$ cat config.mk
export PLATFORM = sky130hd
export DESIGN_NAME = apt_timer
export DESIGN_NICKNAME = d
export VERILOG_FILES = /design/src/hdl/apt_timer.v
export VERILOG_INCLUDE_DIRS = /design/src /design/src/hdl
export SDC_FILE = /design/constraint.sdc
export NUM_CORES = 1
export LEC_CHECK = 0
export BUFFER_PORTS_ARGS = -buffer_cell sky130_fd_sc_hd__buf_2
export CAP_MARGIN = 20
export CORE_UTILIZATION = 50
export DETAILED_ROUTE_END_ITERATION = 8
export PLACE_DENSITY = 0.74
export RECOVER_POWER = 50
export SLEW_MARGIN = 5
export SYNTH_ARGS = -nofsm -noshare
export SYNTH_HDL_FRONTEND = slang
export SYNTH_SLANG_ARGS = --single-unit
$ cat constraint.sdc
create_clock -name hclk -period 2.01 [get_ports hclk]
set_clock_uncertainty 0.2 [all_clocks]
set_input_delay 0.402 -clock hclk [delete_from_list [all_inputs] [get_ports hclk]]
set_output_delay 0.402 -clock hclk [all_outputs]
set_load 0.01 [all_outputs]
$ cat src/hdl/apt_defines.vh
// Constants for the period timer: register offsets, control field
// positions, reset values and latency counts. Definitions only.
`ifndef APT_DEFINES_VH
`define APT_DEFINES_VH

// Register byte offsets on the AHB-Lite slave.
`define APT_OFF_CONTROL 4'h0
`define APT_OFF_COUNT 4'h4
`define APT_OFF_PERIOD 4'h8
`define APT_OFF_EVENT 4'hc

// Control register field positions.
`define APT_CTL_ON 15
`define APT_CTL_WDIS 12
`define APT_CTL_WIP 11
`define APT_CTL_CKPS_HI 6
`define APT_CTL_CKPS_LO 4
`define APT_CTL_SYNC 2
`define APT_CTL_CS 1

// Event register field positions.
`define APT_EVT_FLAG 0
`define APT_EVT_ENABLE 1

// Reset values.
`define APT_CONTROL_RST 16'h0000
`define APT_COUNT_RST 16'h0000
`define APT_PERIOD_RST 16'hffff

// Control bits software may write; write-pending is read-only.
`define APT_CTL_WMASK 16'h9076

// Timer clock edges a count write or an enable change waits for.
`define APT_SYNC_EDGES 2'h2
// Stages between a period match and the event flag.
`define APT_FLAG_STAGES 3

`endif

$ cat src/hdl/apt_timer.v
// Period timer with a 16-bit count, prescaler, asynchronous counter mode
// and an AHB-Lite register slave.
// Assumes one clock hclk (the peripheral bus clock, equal to the system
// clock) and external clock inputs that are sampled in the hclk domain.
//
// Functional notes
// - Variant A counts the external clock asynchronously if cs=1, sync=0.
// - Count rises each timer edge, reloads zero after period match.
// - Period zero: count returns to zero and then holds there.
// - Match sets event flag within a few cycles; request only if enabled.
// - Asynchronous mode keeps counting in sleep; match interrupt wakes.
// - Write-block bit 12, write-pending bit 11; inert in sync modes.
// - Write-block 0: write-pending high while a count write synchronises.
// - Write-block 1: writes during synchronisation are discarded.
// - Asynchronous count write lands on the second timer edge after the write.
// - Asynchronous count read lags the live count by 2 bus clocks.
// - Variant A on external clock starts counting 2-3 edges after enable.
// - Variant A prescale 1,8,64,256 from control bits 5:4.
// - Variant B prescale 1,2,4,8,16,32,64,256 from control bits 6:4.
// - Prescaler clears on count write, disable, and non-power-on resets.
// - Clearing enable stops the timer; count keeps its value.
// - Byte writes keep the other byte; low 0xFF carries to high byte.
// - A count write masks the increment in that cycle.
// - Synchronous modes: count reads and writes act immediately.
// - Flag sets one bus clock plus two system clocks after the event.
// - Variant A external clock disable waits 2-3 edges; else immediate.
// - Secondary oscillator clocks variant A when enabled with cs=1.
//
// The register addresses and the AHB-Lite slave port are this design's own decisions.
`timescale 1ns/1ns
`include "apt_defines.vh"

module apt_timer #(
  parameter SECOND_VARIANT = 0
) (
  // Clock and reset.
  input wire hclk,
  input wire hresetn,
  // Any device reset other than power-on, active low, synchronous.
  input wire sys_reset_n,
  // AHB-Lite slave.
  input wire hsel,
  input wire [31:0] haddr,
  input wire [1:0] htrans,
  input wire hwrite,
  input wire [2:0] hsize,
  input wire [31:0] hwdata,
  input wire hready,
  output reg [31:0] hrdata,
  output reg hreadyout,
  output reg hresp,
  // External clock sources.
  input wire timer_external_clock_pin,
  input wire crystal_input_pin,
  input wire sosc_enable,
  output reg crystal_output_pin,
  // Interrupt request, also the wake request in sleep.
  output reg event_irq
);

  localparam [2:0] ST_IDLE = 3'h1;
  localparam [2:0] ST_WAIT = 3'h2;
  localparam [2:0] ST_DONE = 3'h4;

  // Byte lanes touched by an AHB transfer of a given size and address.
  function [31:0] apt_lane_mask;
    input [2:0] size;
    input [1:0] addr;
    begin
      case (size)
        3'h0: apt_lane_mask = 32'h0000_00ff << {addr, 3'h0};
        3'h1: apt_lane_mask = addr[1] ? 32'hffff_0000 : 32'h0000_ffff;
        default: apt_lane_mask = 32'hffff_ffff;
      endcase
    end
  endfunction

  // Last prescaler count for a ratio code, per timer variant.
  function [7:0] apt_pre_last;
    input [2:0] code;
    input variant_b;
    begin
      if (!variant_b) begin
        case (code[1:0])
          2'h0: apt_pre_last = 8'h00;
          2'h1: apt_pre_last = 8'h07;
          2'h2: apt_pre_last = 8'h3f;
          default: apt_pre_last = 8'hff;
        endcase
      end else begin
        case (code)
          3'h0: apt_pre_last = 8'h00;
          3'h1: apt_pre_last = 8'h01;
          3'h2: apt_pre_last = 8'h03;
          3'h3: apt_pre_last = 8'h07;
          3'h4: apt_pre_last = 8'h0f;
          3'h5: apt_pre_last = 8'h1f;
          3'h6: apt_pre_last = 8'h3f;
          default: apt_pre_last = 8'hff;
        endcase
      end
    end
  endfunction

  // Bus state.
  reg [2:0] bus_st_r;
  reg [3:0] bus_addr_r;
  reg bus_write_r;
  reg [31:0] bus_mask_r;

  // Timer state.
  reg [15:0] control_r;
  reg [15:0] count_r;
  reg [15:0] period_r;
  reg flag_r;
  reg flag_en_r;
  reg [7:0] pre_r;
  reg run_r;
  reg [1:0] en_edges_r;
  reg pend_r;
  reg [15:0] pend_val_r;
  reg [1:0] pend_edges_r;
  reg [15:0] rd_d1_r;
  reg [15:0] rd_d2_r;
  reg [`APT_FLAG_STAGES-1:0] match_pipe_r;

  // External clock synchroniser and edge detector.
  reg ext_s1_r;
  reg ext_s2_r;
  reg ext_s3_r;

  wire variant_b = (SECOND_VARIANT != 0);
  wire ctl_on = control_r[`APT_CTL_ON];
  wire ctl_cs = control_r[`APT_CTL_CS];
  wire ctl_sync = control_r[`APT_CTL_SYNC];
  wire ctl_wdis = control_r[`APT_CTL_WDIS];
  wire [2:0] ctl_ckps = control_r[`APT_CTL_CKPS_HI:`APT_CTL_CKPS_LO];

  // Asynchronous counter mode exists on variant A only.
  wire async_mode = !variant_b && ctl_cs && !ctl_sync;
  // Variant A external-clock modes pay the edge latency on enable changes.
  wire slow_enable = !variant_b && ctl_cs;

  // Variant A takes the crystal when the oscillator is on.
  wire ext_src = (!variant_b && sosc_enable) ?
                 crystal_input_pin : timer_external_clock_pin;
  wire ext_edge = ext_s2_r && !ext_s3_r;
  wire src_tick = ctl_cs ? ext_edge : 1'b1;

  // Data-phase write strobes, taken in the first data cycle.
  wire wr_cycle = (bus_st_r == ST_WAIT) && bus_write_r;
  wire wr_ctl = wr_cycle && (bus_addr_r == `APT_OFF_CONTROL);
  wire wr_cnt_bus = wr_cycle && (bus_addr_r == `APT_OFF_COUNT);
  wire wr_per = wr_cycle && (bus_addr_r == `APT_OFF_PERIOD);
  wire wr_evt = wr_cycle && (bus_addr_r == `APT_OFF_EVENT);

  // A write in flight is refused only in write-block mode.
  wire wr_cnt_drop = async_mode && pend_r && ctl_wdis;
  wire wr_cnt = wr_cnt_bus && !wr_cnt_drop;
  wire [15:0] cnt_mask = bus_mask_r[15:0];
  wire [15:0] cnt_merged = (count_r & ~cnt_mask) |
                           (hwdata[15:0] & cnt_mask);
  wire [15:0] ctl_mask = bus_mask_r[15:0] & `APT_CTL_WMASK;

  // Pending asynchronous write lands on the second timer edge.
  wire pend_land = pend_r && ext_edge &&
                   (pend_edges_r == `APT_SYNC_EDGES - 2'h1);

  wire pre_last = (pre_r == apt_pre_last(ctl_ckps, variant_b));
  wire cnt_tick = run_r && src_tick && pre_last && !wr_cnt_bus;
  wire at_period = (count_r == period_r);
  wire wip = async_mode && pend_r;

  // External clock: first flop feeds only the second.
  always @(posedge hclk or negedge hresetn) begin
    if (!hresetn) begin
      ext_s1_r <= 1'b0;
      ext_s2_r <= 1'b0;
      ext_s3_r <= 1'b0;
    end else begin
      ext_s1_r <= ext_src;
      ext_s2_r <= ext_s1_r;
      ext_s3_r <= ext_s2_r;
    end
  end

  // AHB-Lite slave: one wait state so hrdata can come from a flop and
  // a read right after a write sees the written value, except after an asynchronous count write.
  always @(posedge hclk or negedge hresetn) begin
    if (!hresetn) begin
      bus_st_r <= ST_IDLE;
      bus_addr_r <= 4'h0;
      bus_write_r <= 1'b0;
      bus_mask_r <= 32'h0000_0000;
      hreadyout <= 1'b1;
      hresp <= 1'b0;
    end else begin
      hresp <= 1'b0;
      case (bus_st_r)
        ST_IDLE, ST_DONE: begin
          if (hsel && htrans[1] && hready) begin
            bus_st_r <= ST_WAIT;
            bus_addr_r <= {haddr[3:2], 2'h0};
            bus_write_r <= hwrite;
            bus_mask_r <= apt_lane_mask(hsize, haddr[1:0]);
            hreadyout <= 1'b0;
          end else begin
            bus_st_r <= ST_IDLE;
            hreadyout <= 1'b1;
          end
        end
        ST_WAIT: begin
          bus_st_r <= ST_DONE;
          hreadyout <= 1'b1;
        end
        default: begin
          bus_st_r <= ST_IDLE;
          hreadyout <= 1'b1;
        end
      endcase
    end
  end

  // Read data; offsets repeat every 16 bytes and reserved bits read zero.
  always @(posedge hclk or negedge hresetn) begin
    if (!hresetn) begin
      hrdata <= 32'h0000_0000;
    end else if (bus_st_r == ST_WAIT && !bus_write_r) begin
      case (bus_addr_r)
        `APT_OFF_CONTROL: hrdata <= {16'h0000,
            control_r | ({15'h0000, wip} << `APT_CTL_WIP)};
        `APT_OFF_COUNT: hrdata <= {16'h0000,
            async_mode ? rd_d2_r : count_r};
        `APT_OFF_PERIOD: hrdata <= {16'h0000, period_r};
        `APT_OFF_EVENT: hrdata <= {30'h0000_0000, flag_en_r, flag_r};
        default: hrdata <= 32'h0000_0000;
      endcase
    end
  end

  // Control and period registers.
  always @(posedge hclk or negedge hresetn) begin
    if (!hresetn) begin
      control_r <= `APT_CONTROL_RST;
      period_r <= `APT_PERIOD_RST;
    end else if (!sys_reset_n) begin
      control_r <= `APT_CONTROL_RST;
      period_r <= `APT_PERIOD_RST;
    end else begin
      if (wr_ctl)
        control_r <= (control_r & ~ctl_mask) | (hwdata[15:0] & ctl_mask);
      if (wr_per)
        period_r <= (period_r & ~bus_mask_r[15:0]) |
                    (hwdata[15:0] & bus_mask_r[15:0]);
    end
  end

  // Run state: immediate except variant A on an external clock, where
  // both enable and disable wait for two timer edges.
  always @(posedge hclk or negedge hresetn) begin
    if (!hresetn) begin
      run_r <= 1'b0;
      en_edges_r <= 2'h0;
    end else if (!sys_reset_n) begin
      run_r <= 1'b0;
      en_edges_r <= 2'h0;
    end else if (!slow_enable || run_r == ctl_on) begin
      run_r <= ctl_on;
      en_edges_r <= 2'h0;
    end else if (ext_edge) begin
      if (en_edges_r == `APT_SYNC_EDGES - 2'h1) begin
        run_r <= ctl_on;
        en_edges_r <= 2'h0;
      end else begin
        en_edges_r <= en_edges_r + 2'h1;
      end
    end
  end

  // Prescaler counter.
  always @(posedge hclk or negedge hresetn) begin
    if (!hresetn) begin
      pre_r <= 8'h00;
    end else if (!sys_reset_n || !ctl_on || wr_cnt_bus) begin
      pre_r <= 8'h00;
    end else if (run_r && src_tick) begin
      pre_r <= pre_last ? 8'h00 : pre_r + 8'h01;
    end
  end

  // Pending asynchronous count write. Without write-block a newer write
  // replaces the value in flight; software should poll write-pending.
  always @(posedge hclk or negedge hresetn) begin
    if (!hresetn) begin
      pend_r <= 1'b0;
      pend_val_r <= 16'h0000;
      pend_edges_r <= 2'h0;
    end else if (!sys_reset_n) begin
      pend_r <= 1'b0;
      pend_edges_r <= 2'h0;
    end else if (wr_cnt && async_mode) begin
      pend_r <= 1'b1;
      pend_val_r <= cnt_merged;
      pend_edges_r <= 2'h0;
    end else if (pend_land || !async_mode) begin
      pend_r <= 1'b0;
      pend_edges_r <= 2'h0;
    end else if (pend_r && ext_edge) begin
      pend_edges_r <= pend_edges_r + 2'h1;
    end
  end

  // Count register. The count is kept across disable and is only loaded
  // by software or by the period reload; the sleep state plays no part.
  always @(posedge hclk or negedge hresetn) begin
    if (!hresetn) begin
      count_r <= `APT_COUNT_RST;
    end else if (wr_cnt && !async_mode) begin
      count_r <= cnt_merged;
    end else if (pend_land) begin
      count_r <= pend_val_r;
    end else if (cnt_tick) begin
      // A zero period parks the count at zero from the next tick on.
      if (at_period || period_r == 16'h0000)
        count_r <= 16'h0000;
      else
        count_r <= count_r + 16'h0001;
    end
  end

  // Read lag for asynchronous mode.
  always @(posedge hclk or negedge hresetn) begin
    if (!hresetn) begin
      rd_d1_r <= 16'h0000;
      rd_d2_r <= 16'h0000;
    end else begin
      rd_d1_r <= count_r;
      rd_d2_r <= rd_d1_r;
    end
  end

  // Match pipeline: a period of zero never raises an event.
  always @(posedge hclk or negedge hresetn) begin
    if (!hresetn) begin
      match_pipe_r <= {`APT_FLAG_STAGES{1'b0}};
    end else begin
      match_pipe_r <= {match_pipe_r[`APT_FLAG_STAGES-2:0],
                       cnt_tick && at_period &&
                       (period_r != 16'h0000)};
    end
  end

  // Event flag and enable; set wins over a software clear.
  always @(posedge hclk or negedge hresetn) begin
    if (!hresetn) begin
      flag_r <= 1'b0;
      flag_en_r <= 1'b0;
    end else begin
      if (match_pipe_r[`APT_FLAG_STAGES-1])
        flag_r <= 1'b1;
      else if (wr_evt && bus_mask_r[`APT_EVT_FLAG] &&
               hwdata[`APT_EVT_FLAG])
        flag_r <= 1'b0;
      if (wr_evt && bus_mask_r[`APT_EVT_ENABLE])
        flag_en_r <= hwdata[`APT_EVT_ENABLE];
    end
  end

  // Interrupt and crystal drive outputs.
  always @(posedge hclk or negedge hresetn) begin
    if (!hresetn) begin
      event_irq <= 1'b0;
      crystal_output_pin <= 1'b0;
    end else begin
      event_irq <= flag_r && flag_en_r;
      crystal_output_pin <= sosc_enable && !crystal_input_pin;
    end
  end

endmodule // apt_timer

# After elaboration in Yosys (flattened, before gate mapping)
# Cells that the tools add are included.
[op_classes]
n_addsub = 4
n_eq_ne = 20
shifts = 1
muxes = 39
n_bitwise = 11
reduce_logical = 54
[ops]
columns = ["operator", "count"]
rows = [
  ["$mux W16", 10],
  ["$and A16 B16 Y16", 5],
  ["$pmux W16 S4", 1],
  ["$or A16 B16 Y16", 3],
  ["$not A16 Y16", 2],
  ["$pmux W16 S2", 1],
  ["$logic_and A1 B1 Y1", 27],
  ["$mux W8", 3],
  ["$pmux W8 S3", 1],
  ["$mux W2", 9],
  ["$add A16 B1 Y16 const B", 1],
  ["$eq A16 B16 Y1", 1],
  ["$logic_not A16 Y1", 1],
  ["$or A16 B12 Y16", 1],
  ["$reduce_bool A16 Y1", 1],
  ["$shl A8 B5 Y16 const A", 1],
  ["$mux W1", 13],
  ["$logic_not A1 Y1", 10],
  ["$ne A3 B1 Y1 const B", 3],
  ["$add A8 B1 Y8 const B", 1],
  ["$eq A2 B1 Y1 const B", 4],
  ["$eq A8 B8 Y1", 1],
  ["$eq A2 B2 Y1 const B", 3],
  ["$eq A3 B1 Y1 const B", 2],
  ["15 further kinds", 24],
]
[totals]
register_bits = 175
input_bits = 78
output_inout_bits = 36
word_cells = 154

# Logic depth before layout (Yosys ltp)
# Gate-level depths: netlist (run 1).
[logic_depth]
word_depth = 9
depth_mapped = 10
mapped_depth_nobuf = 7

# Least setup slack after synthesis (run 1)
# Ideal clock, no wire load.
[synth_path]
kind = "register -> register"
from = "register period_r[12]"
to = "register count_r[5]"
setup_ns = 0.122
t_arrival_ns = 1.860
setup_slack_ns = -0.172
path_stages_with_launch = 7
n_path_buf = 0
cell_sequence = "dfstp_2 > xnor2_2 > nand4_1 > nor4_4 > nor2_2 > a221o_1 > a32o_1"
[synth_via]
elab_chain_cells = 6
elab_cells_between_ends = 7
cone_classes = "eq/ne (1); mux (4); reduce/logical (2)"
[synth_lines]
columns = ["element", "line", "rtl"]
rows = [
  ["from (decl)", "apt_timer.v:114", "reg [15:0] period_r;"],
  ["from (signal assigned)", "apt_timer.v:245", "period_r <= `APT_PERIOD_RST;"],
  ["from (signal assigned)", "apt_timer.v:248", "period_r <= `APT_PERIOD_RST;"],
  ["from (signal assigned)", "apt_timer.v:253", "period_r <= (period_r & ~bus_mask_r[15:0]) |"],
  ["$eq A16 B16 Y1 or $logic_not A16 Y1 (tied branches)", "apt_timer.v:171, apt_timer.v:324", ""],
  ["$logic_or A1 B1 Y1 *", "apt_timer.v:324", "if (at_period || period_r == 16'h0000)"],
  ["$mux W16 *", "apt_timer.v:324", ""],
  ["$mux W16 *", "apt_timer.v:322", "end else if (cnt_tick) begin"],
  ["$mux W16 *", "apt_timer.v:320", "end else if (pend_land) begin"],
  ["$mux W16 *", "apt_timer.v:318", "end else if (wr_cnt && !async_mode) begin"],
  ["to (signal assigned)", "apt_timer.v:317", "count_r <= `APT_COUNT_RST;"],
  ["to (signal assigned)", "apt_timer.v:319", "count_r <= cnt_merged;"],
  ["to (signal assigned)", "apt_timer.v:321", "count_r <= pend_val_r;"],
  ["to (decl)", "apt_timer.v:113", "reg [15:0] count_r;"],
]
# Mark *: on every way between the ends. The rest lies on a longest branch, timed or not. The select of a mux whose other input is x is not followed.
# A chain may end at the register's enable or synchronous reset.

# Final worst setup path (run 1)
[layout_path]
from = "register period_r[1]"
to = "register count_r[10]"
# Same word-level chain as after synthesis.

==> out/metrics.csv, run 1 <==
stage;metric;value;unit
run_status;status;finished, violations left;
run_status;failed_checks;negative setup slack;
clock_tree;cts_tree;yes;
logic_synthesis;synth_top_family_by_area;simple AND/OR/NAND/NOR gates;
power_and_ir_drop;fin_total_pwr;7.26;mW
sta;drv_slew;0;
die;start_util;0.521;
worst_setup_path;cpMaxStageDelayCell;dfstp_2;
logic_synthesis;netlist.area_leader.share;0.440;
logic_synthesis;synth-adder-area-share;0.00559;
finish;drive_gt1_frac;0.333;
placement;dp_hpwl;14000;um
power_and_ir_drop;p_leak;4.03;nW
sta;setup_tns;-2.57;ns
worst_setup_path;cp-start-kind;register;
logic_synthesis;synth_compound_area_frac;0.145;
detailed_routing;firstDrtPassIters;6;
sta;relSlewSlack;0.365;
sta;setup_viol;19;
global_routing;grt_first_pass_wirelength;31400;um
logic_synthesis;synth_ff_type;dfrtp_1;
job;cap_violations;0;
detailed_routing;viasPerCell;5.96;
logic_synthesis;synth-xor-area-share;0.0350;
die;row_count;41;
logic_synthesis;yosysWarnings;0;
sta;finalCritPeriodShare;1.11;
finish;nets;904;
detailed_routing;ant_nets;0;
min_path;hp-class;in2reg;
worst_setup_path;worstPathRequired;2.12;ns
finish;ff_latch_area;3430;sq um
logic_synthesis;synth_area;6710;sq um
detailed_routing;routedWlPerCell;19.6;um
detailed_routing;drt_iter0_markers;652;
finish;diodes;0;
die;die_y;118;um
worst_setup_path;crit_type;reg2reg;
logic_synthesis;yosys.area_share.simple;0.188;
global_routing;antenna_found_initial;0;
logic_synthesis;yosysTopAreaCell;dfrtp_1;
logic_synthesis;synthCells;674;
logic_synthesis;synthTopCellsByCount;dfrtp_1, nand2_1, o21ai_0;
die;io_pins;114;
worst_setup_path;cp-end-kind;register;
die;die_area;13900;sq um
clock_tree;clock_latency;0.43;ns
logic_synthesis;synthMuxAreaShare;0.0594;
die;die_x;118;um
clock_tree;clock_sinks;136;
sta;period_needed;2.22;ns
worst_setup_path;path_max_fanout;4;
sta;whs;0.00776;ns
finish;multi_input_area;3250;sq um
logic_synthesis;synth_area_leaders;dfrtp_1, dfstp_2, nand2_1;
detailed_routing;drcViolationCount;0;
global_routing;grt_pass1_vias;6010;
worst_setup_path;critPathMaxStageDelay;0.56;ns
logic_synthesis;synth_edf_count;0;
finish;nFillCells;968;
logic_synthesis;async_reset_ff_frac;1.00;
power_and_ir_drop;p_per_area;833;nW/um^2
logic_synthesis;syn_avg_cell_area;9.96;sq um
logic_synthesis;yosys_register_bits;136;
placement;io_buffers;51;
logic_synthesis;synth_seq_area_share;0.510;
die;core_area;12900;sq um
finish;syn2layout_area_growth;29.9;%
sta;fmax;450;MHz
global_routing;grt_usage;0.291;
sta;hold_viol;0;
worst_setup_path;arrival;2.34;ns
clock_tree;cts.reportedPaths.clkPinSlew;0.06;ns
power_and_ir_drop;peakVddDrop;0.612;mV
logic_synthesis;synth_cell_types;71;
sta;finalWorstSetupSlack;-0.214;ns
finish;finalCoreUtilization;0.677;
detailed_routing;vias;6012;
global_routing;grt_start_max_net_pins;54;
clock_tree;clk_path_buf_depth;2;
sta;rsz0062_at_grt;yes;
placement;place_ws;-0.329;ns
clock_tree;cts_buffers;17;
worst_setup_path;path_cells;xnor2_2, nand4_1, nor4_4, buf_4, nor2_4, buf_6, a211o_1, o221a_2;
placement;gp_congestion;0.900;
logic_synthesis;yosysMostFrequentCell;dfrtp_1;
sta;tightestPinTransition;0.952;ns
clock_tree;cts_root_buf;clkbuf_16;
global_routing;grt-ovfl-total;0;
detailed_routing;wl;19800;um
clock_tree;htreeDepth;4;
[path summary, 6_finish.rpt]
| kind | from | endpoint | slack (ns) | cells after the start |
|---|---|---|---|---|
| max | period_r[1] | count_r[10] | -0.21 | 8 |
| min | timer_external_clock_pin | ext_s1_r | 0.008 | 2 |
| max reg2reg | period_r[1] | count_r[10] | -0.21 | 8 |
| min reg2reg | match_pipe_r[1] | match_pipe_r[2] | 0.15 | 0 |
| max in group asynchronous | hresetn | hreadyout | 0.18 | 3 |
| min in group asynchronous | hresetn | rd_d1_r[1] | 0.47 | 2 |
[flip-flops by register name (all words and copies together), names as in the netlist, 2 cells and up]
register,flops
bus_mask_r,2
pre_r,8
rd_d1_r,16
control_r,7
pend_edges_r,2
period_r,16
bus_st_r,3
match_pipe_r,3
bus_addr_r,2
rd_d2_r,16
hrdata,16
count_r,16
en_edges_r,2
pend_val_r,16
[kinds of logic (layout without fill, tap and decap cells)]
group | count (synthesis) | count (layout)
simple gates | 253 | 253
compound gates | 148 | 148
flops | 136 | 136
buf+inv | 69 | 215
mux | 38 | 38
xor+xnor | 26 | 26
fa+ha+maj | 3 | 3
other cells | 1 | 17
[critical path, delay by kind of cell (launching register included)]
family / cells / cell delay, ns
flip-flops: 1 / 0.56
AO/OA/AOI/OAI: 2 / 0.39
XOR/XNOR: 1 / 0.12
buffers and inverters: 2 / 0.32
AND/OR/NAND/NOR: 3 / 0.52
[per-stage QoR]
stage,cell area [sq um],instances
4_1_cts,8560,1006
3_5_place_dp,7870,969
2_1_floorplan,6840,690
6_report,8720,1008
3_3_place_gp,7870,969
5_1_grt,8720,1008
[cells in the final DEF, fill, tap and decap left out, types with 4 or more instances in the layout]
| master | instances |
|---|---|
| buf_4 | 98 |
| a21boi_0 | 5 |
| buf_6 | 10 |
| mux2i_1 | 31 |
| xnor2_2 | 5 |
| dfrtp_1 | 117 |
| nand2_1 | 96 |
| nand2b_1 | 5 |
| nor2b_1 | 8 |
| conb_1 | 17 |
| o21ai_1 | 15 |
| nor3_1 | 8 |
| o221ai_1 | 7 |
| and2_1 | 4 |
| nand4_1 | 12 |
| dfstp_2 | 17 |
| o21a_1 | 8 |
| xnor2_1 | 16 |
| xor2_1 | 5 |
| clkinv_4 | 6 |
| o21ai_0 | 27 |
| inv_1 | 9 |
| nor4_2 | 5 |
| nor2_2 | 4 |
| nand3_1 | 32 |
| mux2_2 | 5 |
| clkbuf_1 | 9 |
| and3_1 | 8 |
| a21oi_1 | 32 |
| buf_2 | 49 |
| clkbuf_16 | 17 |
| nor2_1 | 32 |
[final cells by class]
cell class              instances  share of cell area
flip-flops and latches        136               0.393
multi-input cells             485               0.373
repair buffers                174               0.142
clock buffers                  18              0.0492
well taps                     172              0.0247
clock inverters                14              0.0148
inverters                       9             0.00387
[per-layer routing]
metal  GRT usage  vias to the layer above  wire length (um)
met5           0                        -                 0
met4       0.143                        0               777
met3      0.0523                       72              1340
met2       0.450                      324              9330
met1       0.394                     2950              8350
li1            -                     2666                 -
[report_power, final]
group / switching (mW) / leakage, nW / internal (mW) / total [mW]
sequential: 0.143 / 1.71 / 2.99 / 3.13
combinational: 0.684 / 2.05 / 0.506 / 1.19
clock: 1.24 / 0.266 / 1.70 / 2.94
total: 2.07 / 4.03 / 5.20 / 7.26
[what timing repair did]
action	in CTS	in global routing
hold buffers	2	0
pin swaps	11	14
hold endpoints to repair	41	0
setup endpoints to repair	34	62
gates resized for setup	23	47
setup buffers	3	2
Power figures use the tool's default switching activity.
==> run 2: changes to the inputs <==
--- a/config.mk
+++ b/config.mk
@@ -8,9 +8,10 @@
 export LEC_CHECK = 0
 export BUFFER_PORTS_ARGS = -buffer_cell sky130_fd_sc_hd__buf_2
 export CAP_MARGIN = 20
+export CORE_ASPECT_RATIO = 0.7
 export CORE_UTILIZATION = 50
 export DETAILED_ROUTE_END_ITERATION = 8
-export PLACE_DENSITY = 0.74
+export PLACE_DENSITY = 0.71
 export RECOVER_POWER = 50
 export SLEW_MARGIN = 5
 export SYNTH_ARGS = -nofsm -noshare
==> constraint.sdc (replaced) <==
create_clock -name hclk -period 2.15 [get_ports hclk]
set_clock_uncertainty 0.2 [all_clocks]
set_input_delay 0.43 -clock hclk [delete_from_list [all_inputs] [get_ports hclk]]
set_output_delay 0.43 -clock hclk [all_outputs]
set_load 0.01 [all_outputs]
==> out/metrics.csv, run 2 (synthesis gave the netlist of run 1 again) <==
stage;metric;value;unit;change
run_status;status;finished, violations left;;unchanged
run_status;failed_checks;negative setup slack;;unchanged
die;die_y;99.0;um;was 118 um
detailed_routing;maxUsedRoutingLayer;met4;;unchanged
power_and_ir_drop;peakVddDrop;0.566;mV;was 0.612 mV
placement;dp_hpwl;14200;um;was 14,000 um
placement;io_buffers;51;;unchanged
power_and_ir_drop;internal_power;4.94;mW;was 5.20 mW
global_routing;antenna_found_initial;0;;unchanged
worst_setup_path;crit_path_start;period_r[12];;was period_r[1]
detailed_routing;viasPerCell;5.99;;was 5.96
job;cap_violations;0;;unchanged
power_and_ir_drop;switchingPower;2.06;mW;was 2.07 mW
sta;drv_slew;0;;unchanged
finish;nets;909;;was 904
clock_tree;clk_path_buf_depth;2;;unchanged
worst_setup_path;endpoint;count_r[5];;was count_r[10]
detailed_routing;wl_met3;1860;um;was 1340 um
sta;tightestPinTransition;1.15;ns;was 0.952 ns
clock_tree;htreeDepth;4;;unchanged
finish;nFillCells;1035;;was 968
sta;setup_tns;-2.19;ns;was -2.57 ns
detailed_routing;drt_iter0_markers;593;;was 652
sta;hold_viol;0;;unchanged
detailed_routing;routedWlPerCell;20.5;um;was 19.6 um
clock_tree;cts_tree;yes;;unchanged
clock_tree;cts_buffers;17;;unchanged
detailed_routing;wl_met1;9300;um;was 8350 um
die;core_area;13100;sq um;was 12,900 sq um
placement;gp_congestion;0.946;;was 0.900
clock_tree;clock_latency;0.42;ns;was 0.43 ns
worst_setup_path;worstPathRequired;2.26;ns;was 2.12 ns
worst_setup_path;r2r-end;count_r[5];;was count_r[10]
power_and_ir_drop;p_seq_frac;0.418;;was 0.431
detailed_routing;drcViolationCount;0;;unchanged
global_routing;grt_first_pass_wirelength;31000;um;was 31,400 um
global_routing;grt_pass1_vias;5666;;was 6,010
power_and_ir_drop;p_leak;4.11;nW;was 4.03 nW
sta;fmax;418;MHz;was 450 MHz
sta;period_needed;2.39;ns;was 2.22 ns
worst_setup_path;reg2regPathDepth;7;;was 8
die;io_pins;114;;unchanged
finish;layout_commonest_cell;dfrtp_1;;unchanged
sta;finalWorstSetupSlack;-0.245;ns;was -0.214 ns
global_routing;grt-ovfl-total;0;;unchanged
sta;relSlewSlack;0.236;;was 0.365
die;die_area;13900;sq um;about the same
finish;final_cell_mix;dfrtp_1, buf_4, nand2_1, buf_2, nor2_1;;was dfrtp_1, buf_4, nand2_1, buf_2
finish;diodes;0;;unchanged
finish;syn2layout_area_growth;31.6;%;was 29.9%
detailed_routing;ant_nets;0;;unchanged
sta;rsz0062_at_grt;yes;;unchanged
worst_setup_path;crit-reg2reg-launch;period_r[12];;was period_r[1]
detailed_routing;firstDrtPassIters;6;;unchanged
global_routing;grt_usage;0.297;;was 0.291
power_and_ir_drop;combPwrFrac;0.161;;was 0.164
worst_setup_path;arrival;2.50;ns;was 2.34 ns
die;die_x;141;um;was 118 um
finish;final_cells;1007;;was 1,008
clock_tree;clock_sinks;136;;unchanged
detailed_routing;wl_met2;9120;um;was 9330 um
die;start_util;0.511;;was 0.521
detailed_routing;vias;6030;;was 6,012
sta;finalCritPeriodShare;1.11;;about the same
die;row_count;35;;was 41
power_and_ir_drop;clock_power_share;0.421;;was 0.405
power_and_ir_drop;p_sw_frac;0.294;;was 0.285
worst_setup_path;crit_type;reg2reg;;unchanged
worst_setup_path;cp-end-kind;register;;unchanged
power_and_ir_drop;p_per_area;792;nW/um^2;was 833 nW/um^2
worst_setup_path;path_max_fanout;6;;was 4
global_routing;grt_start_max_net_pins;52;;was 54
sta;setup_viol;31;;was 19
worst_setup_path;rrSetupSlack;-0.24;ns;was -0.21 ns
clock_tree;cts_root_buf;clkbuf_16;;unchanged
clock_tree;cts.reportedPaths.clkPinSlew;0.06;ns;about the same
worst_setup_path;cp-start-kind;register;;unchanged
min_path;hp-class;in2reg;;unchanged
placement;dp.cells;962;;was 969
finish;drive_gt1_frac;0.342;;was 0.333
detailed_routing;wl;20700;um;was 19,800 um
-- run 2: how the worst min path moves through the flow --
stage | startpoint | cells after the start | end
floorplan | hresetn | 0 | bus_addr_r[2]
global placement | rd_d1_r[3] | 0 | rd_d2_r[3]
detailed placement | rd_d1_r[0] | 0 | rd_d2_r[0]
CTS | timer_external_clock_pin | 2 | ext_s1_r
global route | timer_external_clock_pin | 2 | ext_s1_r
finish | timer_external_clock_pin | 2 | ext_s1_r
-- run 2: critical path, stage by stage (launching register included) --
cell	delay (ns)
dfstp_2	0.56
xnor2_2	0.12
nand4_1	0.20
nor4_4	0.44
buf_4	0.20
nor2_4	0.06
a221o_1	0.29
a32o_1	0.22
-- run 2: final cells by class --
| cell class | instances | area, sq um | area share |
|---|---|---|---|
| clock inverter | 14 | 153 | 0.0173 |
| tap | 166 | 208 | 0.0235 |
| clock buffer | 18 | 439 | 0.0497 |
| multi-input combinational | 486 | 3300 | 0.374 |
| inverter | 9 | 33.8 | 0.00382 |
| sequential | 136 | 3430 | 0.388 |
| timing repair buffer | 178 | 1270 | 0.144 |
-- run 2: repair_timing --
item,CTS,global route
setup buffers,4,4
endpoints found under the setup margin,36,47
hold buffers,2,0
gates cloned,0,4
hold endpoints to repair,40,0
gates resized for setup,16,91
pin swaps,9,31
-- run 2: power by group through the flow --
stage                     clock [mW]  combinational, mW  sequential (mW)
after CTS                       2.97               1.11             2.93
after floorplan                    0              0.584             2.99
after global placement             0               1.07             2.95
final                           2.95               1.13             2.93
after global routing            3.08               1.21             2.95
after detailed placement           0               1.09             2.97
-- run 2: per-layer routing --
layer	global-route usage	vias up
li1	-	2683
met1	0.448	2996
met2	0.438	320
met3	0.0534	31
met4	0.0794	0
met5	0	-
-- run 2: per-stage QoR --
step / total power [mW] / worst slack [ns] / utilization / hold WS (ns) / instance area, sq um
floorplan: 3.57 / -0.00412 / - / -0.0656 / 6780
global placement: 4.02 / -0.193 / 0.594 / 0.131 / 7800
detailed placement: 4.06 / -0.208 / 0.594 / 0.136 / 7800
CTS: 7.01 / -0.186 / 0.648 / 0.0317 / 8510
global route: 7.24 / -0.253 / 0.673 / 0.0315 / 8840
finish: 7.00 / -0.245 / 0.673 / 0.0378 / 8840
==> run 3: changes to the inputs <==
--- a/config.mk
+++ b/config.mk
@@ -12,7 +12,6 @@
 export CORE_UTILIZATION = 50
 export DETAILED_ROUTE_END_ITERATION = 8
 export PLACE_DENSITY = 0.71
-export RECOVER_POWER = 50
 export SLEW_MARGIN = 5
 export SYNTH_ARGS = -nofsm -noshare
 export SYNTH_HDL_FRONTEND = slang
==> out/metrics.csv, run 3 (synthesis gave the netlist of run 1 again) <==
stage;metric;value;unit;change
run_status;status;finished, violations left;;unchanged
detailed_routing;drcViolationCount;0;;unchanged
worst_setup_path;arrival;2.50;ns;about the same
finish;drive_gt1_frac;0.358;;was 0.342
sta;setup_viol;18;;was 31
die;start_util;0.511;;unchanged
worst_setup_path;cp-end-kind;register;;unchanged
finish;nFillCells;1008;;was 1,035
worst_setup_path;crit_type;reg2reg;;unchanged
detailed_routing;ant_nets;0;;unchanged
power_and_ir_drop;peakVddDrop;0.566;mV;about the same
die;die_area;13900;sq um;unchanged
worst_setup_path;cpMaxStageDelayCell;dfstp_2;;unchanged
sta;finalCritPeriodShare;1.12;;was 1.11
global_routing;antenna_found_initial;0;;unchanged
clock_tree;clk_path_buf_depth;2;;unchanged
detailed_routing;routedWlPerCell;20.4;um;was 20.5 um
power_and_ir_drop;p_leak;4.17;nW;was 4.11 nW
worst_setup_path;path_buf_inv;1;;unchanged
finish;layout_commonest_cell;dfrtp_1;;unchanged
sta;relSlewSlack;0.636;;was 0.236
worst_setup_path;crit-reg2reg-launch;period_r[12];;unchanged
worst_setup_path;path_cells;xnor2_2, nand4_1, nor4_4, buf_4, nor2_4, a221o_1, a32o_1;;unchanged
detailed_routing;viasPerCell;6.03;;was 5.99
die;io_pins;114;;unchanged
detailed_routing;drt_iter0_markers;585;;was 593
sta;setup_tns;-1.93;ns;was -2.19 ns
sta;hold_viol;0;;unchanged
die;die_x;141;um;unchanged
placement;placement.cell_area;7800;sq um;unchanged
worst_setup_path;path_max_fanout;6;;unchanged
die;row_count;35;;unchanged
run_status;failed_checks;negative setup slack;;unchanged
worst_setup_path;worstPathRequired;2.26;ns;about the same
die;die_y;99.0;um;unchanged
power_and_ir_drop;p_per_area;790;nW/um^2;was 792 nW/um^2
placement;place_ws;-0.208;ns;unchanged
clock_tree;cts_root_buf;clkbuf_16;;unchanged
detailed_routing;firstDrtPassIters;7;;was 6
global_routing;grt_start_max_net_pins;52;;unchanged
finish;nets;909;;unchanged
worst_setup_path;reg2regPathDepth;7;;unchanged
placement;io_buffers;51;;unchanged
clock_tree;cts.reportedPaths.clkPinSlew;0.07;ns;was 0.06 ns
global_routing;grt_pass1_vias;5666;;unchanged
sta;rsz0062_at_grt;yes;;unchanged
sta;period_needed;2.40;ns;was 2.39 ns
finish;diodes;0;;unchanged
finish;final_cell_mix;dfrtp_1, buf_4, nand2_1, buf_2, nor2_1;;unchanged
clock_tree;cts_tree;yes;;unchanged
finish;syn2layout_area_growth;32.5;%;was 31.6%
clock_tree;cts_buffers;17;;unchanged
sta;whs;0.0409;ns;was 0.0378 ns
clock_tree;htreeDepth;4;;unchanged
placement;dp_hpwl;14200;um;unchanged
global_routing;grt-ovfl-total;0;;unchanged
detailed_routing;vias;6070;;was 6,030
die;core_area;13100;sq um;unchanged
sta;fmax;417;MHz;was 418 MHz
clock_tree;clock_sinks;136;;unchanged
min_path;hp-start;timer_external_clock_pin;;unchanged
worst_setup_path;cp_top_family;simple AND/OR/NAND/NOR gates;;unchanged
power_and_ir_drop;fin_total_pwr;7.03;mW;was 7.00 mW
min_path;hp-class;in2reg;;unchanged
min_path;hold_end;ext_s1_r;;unchanged
worst_setup_path;cp-start-kind;register;;unchanged
worst_setup_path;critPathMaxStageDelay;0.56;ns;about the same
global_routing;grt_usage;0.297;;unchanged
finish;fin_area;8900;sq um;was 8840 sq um
worst_setup_path;rrSetupSlack;-0.25;ns;was -0.24 ns
placement;gp_congestion;0.946;;unchanged
sta;tightestPinTransition;0.545;ns;was 1.15 ns
min_path;hold_depth;2;;unchanged
clock_tree;clock_latency;0.42;ns;about the same
sta;finalWorstSetupSlack;-0.248;ns;was -0.245 ns
global_routing;grt_first_pass_wirelength;31000;um;unchanged
job;cap_violations;0;;unchanged
detailed_routing;wl;20600;um;was 20,700 um
worst_setup_path;r2r-end;count_r[5];;unchanged
sta;drv_slew;0;;unchanged
==> run 3: worst register-to-register path, stage by stage, from the launching register on <==
cell and delay [ns]:
dfstp_2 0.56, xnor2_2 0.12, nand4_1 0.20, nor4_4 0.44
buf_4 0.20, nor2_4 0.06, a221o_1 0.29, a32o_1 0.22
==> run 3: what timing repair did <==
action	CTS	global route
endpoints found under the setup margin	36	47
hold buffers	2	0
setup buffers	4	4
pin swaps	9	31
endpoints found under the hold margin	40	0
resized for setup	16	91
cloned	0	4
==> run 3: report_power, final <==
| group | internal (mW) | switching, mW |
|---|---|---|
| clock | 1.68 | 1.27 |
| sequential | 2.79 | 0.134 |
| combinational | 0.500 | 0.653 |
==> run 3: area by class of cell <==
cell class | count | area, sq um | area share
Multi-Input combinational cell | 486 | 3300 | 0.371
Inverter | 9 | 33.8 | 0.00380
Sequential cell | 136 | 3430 | 0.385
Timing Repair Buffer | 178 | 1330 | 0.150
Clock buffer | 18 | 439 | 0.0494
Clock inverter | 14 | 153 | 0.0172
Tap cell | 166 | 208 | 0.0233
==> run 3: how the worst max path moves through the flow <==
stage | start | end | cells past startpoint
after CTS | period_r[15] | count_r[11] | 7
final | period_r[12] | count_r[5] | 7
after detailed placement | bus_st_r[2] | count_r[4] | 8
after global placement | control_r[5] | count_r[11] | 7
after global routing | period_r[10] | count_r[5] | 7
after floorplan | period_r[11] | count_r[5] | 6
==> run 3: stage by stage <==
step                utilization  instances
floorplan                     -        690
global placement          0.594        962
detailed placement        0.594        962
CTS                       0.648       1000
global route              0.677       1007
finish                    0.677       1007
==> run 3: metal layers <==
| layer | track usage | vias to the layer above | routed length, um |
|---|---|---|---|
| li1 | - | 2681 | - |
| met4 | 0.0794 | 0 | 391 |
| met5 | 0 | - | 0 |
| met1 | 0.448 | 3028 | 9210 |
| met2 | 0.438 | 326 | 9130 |
| met3 | 0.0534 | 35 | 1850 |
